**src/apnsr_map.vh**
```
`ifndef APNSR_MAP_VH
`define APNSR_MAP_VH

// register indexes, byte address is four times the index
`define APNSR_IDX_PARTNER 10'h005
`define APNSR_IDX_EXPANSION 10'h006
`define APNSR_IDX_CONTROL 10'h007

// partner ability fields
`define APNSR_PA_NEXT_PAGE 15
`define APNSR_PA_ACK 14
`define APNSR_PA_RFAULT 13
`define APNSR_PA_PAUSE 10
`define APNSR_PA_TECH_HI 9
`define APNSR_PA_TECH_LO 5
`define APNSR_PA_SEL_HI 4
`define APNSR_PA_SEL_LO 0

// expansion fields
`define APNSR_EX_PD_FAULT 4
`define APNSR_EX_LP_NP 3
`define APNSR_EX_LOCAL_NP 2
`define APNSR_EX_PAGE_RX 1
`define APNSR_EX_LP_AN 0

// control fields
`define APNSR_CT_RESTART 0
`define APNSR_CT_FREEZE 1

// reset values
`define APNSR_RST_TECH 5'h00
`define APNSR_RST_SEL 5'h00
`define APNSR_LOCAL_NP_VAL 1'b0

// ahb encodings
`define APNSR_HRESP_OKAY 1'b0

`endif

```
**src/apnsr_regs.v**
```verilog
// The AHB-Lite slave port is this design's own decision.
`timescale 1ns/10ps
`default_nettype none
`include "apnsr_map.vh"

module apnsr_regs #(
   parameter AW = 12
) (
   // clock and reset
   input wire i_clk,
   input wire i_sys_rst,
   // ahb-lite slave
   input wire i_hsel,
   input wire [AW-1:0] i_haddr,
   input wire [1:0] i_htrans,
   input wire i_hwrite,
   input wire [2:0] i_hsize,
   input wire [31:0] i_hwdata,
   input wire i_hready,
   output wire o_hreadyout,
   output wire o_hresp,
   output reg [31:0] o_hrdata,
   // from the autonegotiation engine
   input wire i_page_valid,
   input wire [15:0] i_page_word,
   input wire i_pd_fault,
   input wire i_an_detect,
   input wire i_an_restart,
   // register contents for the rest of the phy
   output reg [15:0] o_partner_ability,
   output reg [15:0] o_autoneg_expansion,
   output reg o_partner_pause_support
);

////////////////////////////////////////////////////////////////////////////////
// helpers

function [9:0] word_index;
   input [AW-1:0] addr;
   reg [AW-1:0] sh;
   begin
      sh = addr >> 2;
      word_index = sh[9:0];
   end
endfunction

// one decode serves the read mux for every word
function [31:0] read_word;
   input [9:0] idx;
   input [15:0] pa;
   input [15:0] ae;
   input [15:0] cw;
   begin
      if (idx == `APNSR_IDX_PARTNER) begin
         read_word = {16'h0000, pa};
      end else if (idx == `APNSR_IDX_EXPANSION) begin
         read_word = {16'h0000, ae};
      end else if (idx == `APNSR_IDX_CONTROL) begin
         read_word = {16'h0000, cw};
      end else begin
         // unmapped words read zero so probing software sees no garbage
         read_word = 32'h00000000;
      end
   end
endfunction

////////////////////////////////////////////////////////////////////////////////
// state

reg partner_next_page;
reg partner_ack;
reg partner_remote_fault;
reg partner_pause_support;
reg [4:0] partner_tech;
reg [4:0] partner_selector;
reg parallel_detect_fault;
reg partner_next_page_capable;
reg page_received;
reg partner_autoneg_capable;
reg freeze;
reg dp_write;
reg [9:0] dp_index;

wire [15:0] partner_ability;
wire [15:0] autoneg_expansion;
wire [15:0] control_word;
wire addr_take;
wire rd_take;
wire exp_read;
wire wr_partner;
wire wr_control;
wire restart;
wire capture;
wire [9:0] addr_index;

// zero wait state, every access answers okay
assign o_hreadyout = 1'b1;
assign o_hresp = `APNSR_HRESP_OKAY;

assign addr_index = word_index(i_haddr);
assign addr_take = i_hsel & i_htrans[1] & i_hready;
assign rd_take = addr_take & ~i_hwrite;
assign exp_read = rd_take & (addr_index == `APNSR_IDX_EXPANSION);
assign wr_partner = dp_write & (dp_index == `APNSR_IDX_PARTNER);
assign wr_control = dp_write & (dp_index == `APNSR_IDX_CONTROL);
assign restart = i_an_restart | (wr_control & i_hwdata[`APNSR_CT_RESTART]);
// frozen captures keep the last page stable for software inspection
assign capture = i_page_valid & ~freeze;

////////////////////////////////////////////////////////////////////////////////
// read words

// reserved bits always read zero
assign partner_ability = {partner_next_page, partner_ack, partner_remote_fault,
   2'b00, partner_pause_support, partner_tech, partner_selector};

assign autoneg_expansion = {11'h000, parallel_detect_fault,
   partner_next_page_capable, `APNSR_LOCAL_NP_VAL, page_received,
   partner_autoneg_capable};

// restart is a strobe and never reads back
assign control_word = {14'h0000, freeze, 1'b0};

////////////////////////////////////////////////////////////////////////////////
// bus pipeline

// read data is taken at the address phase, before any read clear lands
always @(posedge i_clk) begin
   if (i_sys_rst) begin
      dp_write <= 1'b0;
      dp_index <= 10'h000;
      o_hrdata <= 32'h00000000;
   end else begin
      dp_write <= addr_take & i_hwrite;
      if (addr_take) begin
         dp_index <= addr_index;
      end
      if (rd_take) begin
         o_hrdata <= read_word(addr_index, partner_ability, autoneg_expansion, control_word);
      end
   end
end

////////////////////////////////////////////////////////////////////////////////
// partner ability

always @(posedge i_clk) begin
   if (i_sys_rst) begin
      partner_next_page <= 1'b0;
   end else if (capture) begin
      partner_next_page <= i_page_word[`APNSR_PA_NEXT_PAGE];
   end else if (restart) begin
      partner_next_page <= 1'b0;
   end
end

always @(posedge i_clk) begin
   if (i_sys_rst) begin
      partner_ack <= 1'b0;
   end else if (capture) begin
      partner_ack <= i_page_word[`APNSR_PA_ACK];
   end else if (restart) begin
      partner_ack <= 1'b0;
   end
end

always @(posedge i_clk) begin
   if (i_sys_rst) begin
      partner_remote_fault <= 1'b0;
   end else if (capture) begin
      partner_remote_fault <= i_page_word[`APNSR_PA_RFAULT];
   end else if (restart) begin
      partner_remote_fault <= 1'b0;
   end
end

always @(posedge i_clk) begin
   if (i_sys_rst) begin
      partner_pause_support <= 1'b0;
   end else if (capture) begin
      partner_pause_support <= i_page_word[`APNSR_PA_PAUSE];
   end else if (restart) begin
      partner_pause_support <= 1'b0;
   end else if (wr_partner) begin
      partner_pause_support <= i_hwdata[`APNSR_PA_PAUSE];
   end
end

always @(posedge i_clk) begin
   if (i_sys_rst) begin
      partner_tech <= `APNSR_RST_TECH;
   end else if (capture) begin
      partner_tech <= i_page_word[`APNSR_PA_TECH_HI:`APNSR_PA_TECH_LO];
   end else if (restart) begin
      partner_tech <= `APNSR_RST_TECH;
   end
end

always @(posedge i_clk) begin
   if (i_sys_rst) begin
      partner_selector <= `APNSR_RST_SEL;
   end else if (capture) begin
      partner_selector <= i_page_word[`APNSR_PA_SEL_HI:`APNSR_PA_SEL_LO];
   end else if (restart) begin
      partner_selector <= `APNSR_RST_SEL;
   end
end

////////////////////////////////////////////////////////////////////////////////
// expansion
// a new event outranks a read clear in the same cycle, so none is lost

always @(posedge i_clk) begin
   if (i_sys_rst) begin
      parallel_detect_fault <= 1'b0;
   end else if (i_pd_fault) begin
      parallel_detect_fault <= 1'b1;
   end else if (exp_read) begin
      parallel_detect_fault <= 1'b0;
   end
end

always @(posedge i_clk) begin
   if (i_sys_rst) begin
      page_received <= 1'b0;
   end else if (capture) begin
      page_received <= 1'b1;
   end else if (exp_read) begin
      page_received <= 1'b0;
   end
end

always @(posedge i_clk) begin
   if (i_sys_rst) begin
      partner_next_page_capable <= 1'b0;
   end else if (capture) begin
      partner_next_page_capable <= i_page_word[`APNSR_PA_NEXT_PAGE];
   end else if (restart) begin
      partner_next_page_capable <= 1'b0;
   end
end

always @(posedge i_clk) begin
   if (i_sys_rst) begin
      partner_autoneg_capable <= 1'b0;
   end else if (i_an_detect) begin
      partner_autoneg_capable <= 1'b1;
   end else if (restart) begin
      partner_autoneg_capable <= 1'b0;
   end
end

////////////////////////////////////////////////////////////////////////////////
// control

// freeze holds until software drops it
always @(posedge i_clk) begin
   if (i_sys_rst) begin
      freeze <= 1'b0;
   end else if (wr_control) begin
      freeze <= i_hwdata[`APNSR_CT_FREEZE];
   end
end

////////////////////////////////////////////////////////////////////////////////
// register copies

// copies lag the fields by one cycle; a flop here eases timing into the phy
always @(posedge i_clk) begin
   if (i_sys_rst) begin
      o_partner_ability <= 16'h0000;
   end else begin
      o_partner_ability <= partner_ability;
   end
end

always @(posedge i_clk) begin
   if (i_sys_rst) begin
      o_autoneg_expansion <= 16'h0000;
   end else begin
      o_autoneg_expansion <= autoneg_expansion;
   end
end

always @(posedge i_clk) begin
   if (i_sys_rst) begin
      o_partner_pause_support <= 1'b0;
   end else begin
      o_partner_pause_support <= partner_pause_support;
   end
end

endmodule
`default_nettype wire

```
**config.mk**
```make
export PLATFORM = sky130hd
export DESIGN_NAME = apnsr_regs
export DESIGN_NICKNAME = d
export VERILOG_FILES = /design/src/apnsr_regs.v
export VERILOG_INCLUDE_DIRS = /design/src
export SDC_FILE = /design/constraint.sdc
export NUM_CORES = 1
export LEC_CHECK = 0
export BUFFER_PORTS_ARGS = -buffer_cell sky130_fd_sc_hd__buf_2
export CORE_MARGIN = 8
export CORE_UTILIZATION = 30
export DETAILED_ROUTE_END_ITERATION = 7
export PLACE_DENSITY_LB_ADDON = 0.05
export SLEW_MARGIN = 20
export SYNTH_ARGS = -nofsm -noshare
export SYNTH_HDL_FRONTEND = slang
export SYNTH_SLANG_ARGS = --single-unit
```
**constraint.sdc**
```tcl
create_clock -name i_clk -period 4.3 [get_ports i_clk]
set_input_delay 0.43 -clock i_clk [delete_from_list [all_inputs] [get_ports i_clk]]
set_output_delay 0.43 -clock i_clk [all_outputs]
set_load 0.02 [all_outputs]
```
==> flow_summary.yaml <==
timing:
  setup_viol: 0
  hold_viol_final: 0
  skew_ns: 0.0108
  setup_slack_ns: 2.24
  min_period_over_period_pct: 47.8
  rsz0062_at_grt: "false"
  post-route-min-period_ns: 2.06
  final.setup.tns_ns: 0
  tightest_slew_ns: 1.03
  slew_headroom_pct: 31.5
  finalMaxSlewViolations: 0
  max_freq_mhz: 486
final_layout:
  drive_gt1_share_pct: 35.7
  antenna_cells: 0
  syn_to_final_growth_pct: 20.7
  nets: 383
logic_synthesis:
  synth.area.top_cells: "dfxtp_1 (49%), buf_4 (11%), a22oi_2 (5.1%)"
  ys_types: 37
  yosysWarnings: 0
  ys.flop_type: "dfxtp_1"
  synth.top_cell.area_share_pct: 49.4
  syn_area_mm2: 0.00243
  yosysSeqAreaShare_pct: 49.4
  synthArstFlopShare_pct: 0
  ys_ff_latch: 60
  synth_cells: 242
  yosysTopAreaCell: "dfxtp_1"
  synth-edff-count: 0
  avgSynthCellArea_um2: 10.0
min_path:
  hp-start: "i_an_detect"
  holdPathEnd: "partner_autoneg_capable$_SDFFE_PP0P_"
  min_path_type: "in -> reg"
  hold_depth: 3
global_route:
  grt_pass1_wl_um: 9510
  track_usage_pct: 10.8
  grt_max_degree: 49
  gr-usage-met1_pct: 12.4
  busiest_layer: "met2"
  antenna_found_initial: 0
  first_global_vias: 1856
  use_met2_pct: 17.3
  grt_use_met3_pct: 5.44
  grt.overflow.total: 0
clock_tree:
  clk_pin_slew_ns: 0.07
  clock_tree.htree_level_count: 3
  clk_latency_ns: 0.33
  cts_tree: "built"
  cts-resized-gates: 0
  clockBufferDepth: 2
  cts.sinks: 60
  cts_root_buf: "clkbuf_8"
  post_cts_buffers: 0
  cts-buffers-inserted: 9
  hold_buffers: 0
run_status:
  outcome: "completed"
worst_setup_path:
  r2r-start: "dp_index[3]$_SDFFE_PP0N_"
  start_kind: "input port"
  r2r_cells: 4
  worstSetupPathType: "in -> reg"
  cp_max_fo: 17
  worstSetupEndpointType: "register"
  r2r-end: "partner_selector[4]$_SDFFE_PP0P_"
  worstPathRequired_ns: 4.47
  rrSetupSlack_ns: 2.38
  cp-startpoint: "i_hwrite"
  worstPathArrival_ns: 2.22
die:
  core_area_mm2: 0.00805
  die_width_um: 106
  row_count: 33
  dieArea_mm2: 0.0112
  die_h_um: 106
  ioPinCount: 141
  start_util_pct: 30.2
power_and_ir_drop:
  irDropWorstVdd_uv: 213
  pwr-share-seq_pct: 47.0
  clkPwrFrac_pct: 44.5
  cellPowerDensity_mw_per_mm2: 423
  p_comb_share_pct: 8.5
  p_int_uw: 933
  p_switching_uw: 309
  p_sw_share_pct: 24.8
  p_leak_nw: 1.30
routing:
  dr.pass1.iters: 4
  wl_per_cell_um: 14.2
  initialDrtViolationCount: 19
  ant_nets: 0
  num_vias: 1790
  wirelength_um: 5950
  vias_per_cell: 4.27
  drc: 0
placement:
  hpwlAfterDp_um: 4270
  numPortBuffers: 69
  routabilityCongestion: 0.694
  pre_cts_ws_ns: 1.81
run:
  cap_violations: 0
[through the flow]
| stage | cell area [um2] | std cells | utilization (%) | hold slack [ns] | power (mW) |
|---|---|---|---|---|---|
| finish | 2930 | 419 | 36.4 | 0.302 | 1.24 |
| CTS | 2930 | 419 | 36.4 | 0.291 | 1.26 |
| global placement | 2720 | 403 | 33.7 | 0.447 | 0.703 |
| detailed placement | 2720 | 403 | 33.7 | 0.447 | 0.703 |
| global route | 2930 | 419 | 36.4 | 0.286 | 1.30 |
| floorplan | 2550 | 274 | - | 0.426 | 0.690 |
[cell usage after synthesis (2+ instances only)]
cell and number:
dfxtp_1 60, buf_4 37, nand2_1 24, nor2b_1 19
a21oi_1 15, a22o_1 13, a22oi_2 10, nor2_2 10
clkbuf_1 7, inv_1 5, nand2b_1 5, nor2_1 5
a22oi_1 4, nand4_1 3, buf_2 2, conb_1 2
[cells by family (layout without fill, tap and decap cells)]
family | Yosys count | after routing | share of synthesized area [%]
AND/OR/NAND/NOR | 79 | 79 | 19.4
flip-flops | 60 | 60 | 49.4
buffers and inverters | 52 | 92 | 14.2
AO/OA/AOI/OAI | 47 | 47 | 15.8
other | 2 | 34 | 0.309
multiplexers | 2 | 2 | 0.875
[cells in the final DEF, fill, tap and decap left out, types with 2 or more instances in the layout]
| cell | count |
|---|---|
| buf_2 | 69 |
| dfxtp_1 | 60 |
| conb_1 | 34 |
| nand2_1 | 24 |
| nor2b_1 | 19 |
| a21oi_1 | 15 |
| a22o_1 | 13 |
| a22oi_2 | 10 |
| nor2_2 | 10 |
| clkbuf_8 | 9 |
| nand2b_1 | 5 |
| inv_1 | 5 |
| nor2_1 | 5 |
| a22oi_1 | 4 |
| nand4_1 | 3 |
| clkinvlp_4 | 2 |
| bufinv_16 | 2 |
| buf_4 | 2 |
[routing by layer]
layer / part of all wire (%) / vias up
li1: - / 890
met1: 44 / 832
met2: 48 / 62
met3: 6.8 / 6
met4: 1.1 / 0
met5: 0 / -
[how the worst max path moves through the flow]
stage / cells past startpoint / end / slack, ns
after detailed placement: 5 / parallel_detect_fault$_SDFFE_PP0P_ / 1.81
after global routing: 5 / parallel_detect_fault$_SDFFE_PP0P_ / 2.07
after floorplan: 5 / o_hrdata[10]$_SDFFE_PP0P_ / 2.59
after global placement: 5 / parallel_detect_fault$_SDFFE_PP0P_ / 1.83
final: 5 / parallel_detect_fault$_SDFFE_PP0P_ / 2.24
after CTS: 5 / parallel_detect_fault$_SDFFE_PP0P_ / 2.17
[critical path, cell delays in order]
cell and delay, ns:
buf_2 0.10, nand4b_2 0.68, nor4_2 0.77, nand2b_1 0.18, a21oi_1 0.06
[sequential cells by signal, indices dropped and copies added, names as in the netlist]
register,count
partner_remote_fault,1
parallel_detect_fault,1
o_hrdata,14
partner_next_page_capable,1
o_autoneg_expansion,4
partner_autoneg_capable,1
partner_pause_support,1
partner_ack,1
freeze,1
partner_selector,5
page_received,1
partner_tech,5
dp_index,10
dp_write,1
o_partner_ability,13
[area by class of cell]
class / count / area, um2
multi-input combinational: 162 / 1000
sequential: 60 / 1200
clock buffer: 10 / 128
fill: 880 / 5120
inverter: 5 / 18.8
clock inverter: 6 / 88.8
timing repair buffer: 71 / 360
tap: 105 / 131
[power groups by stage]
| stage | clock, mW | sequential, mW | combinational [mW] |
|---|---|---|---|
| 2_1_floorplan | 0 | 0.602 | 0.0885 |
| 3_3_place_gp | 0 | 0.597 | 0.107 |
| 3_5_place_dp | 0 | 0.597 | 0.106 |
| 4_1_cts | 0.570 | 0.584 | 0.107 |
| 5_1_grt | 0.600 | 0.586 | 0.117 |
| 6_report | 0.552 | 0.584 | 0.106 |
Power figures use the tool's default switching activity.
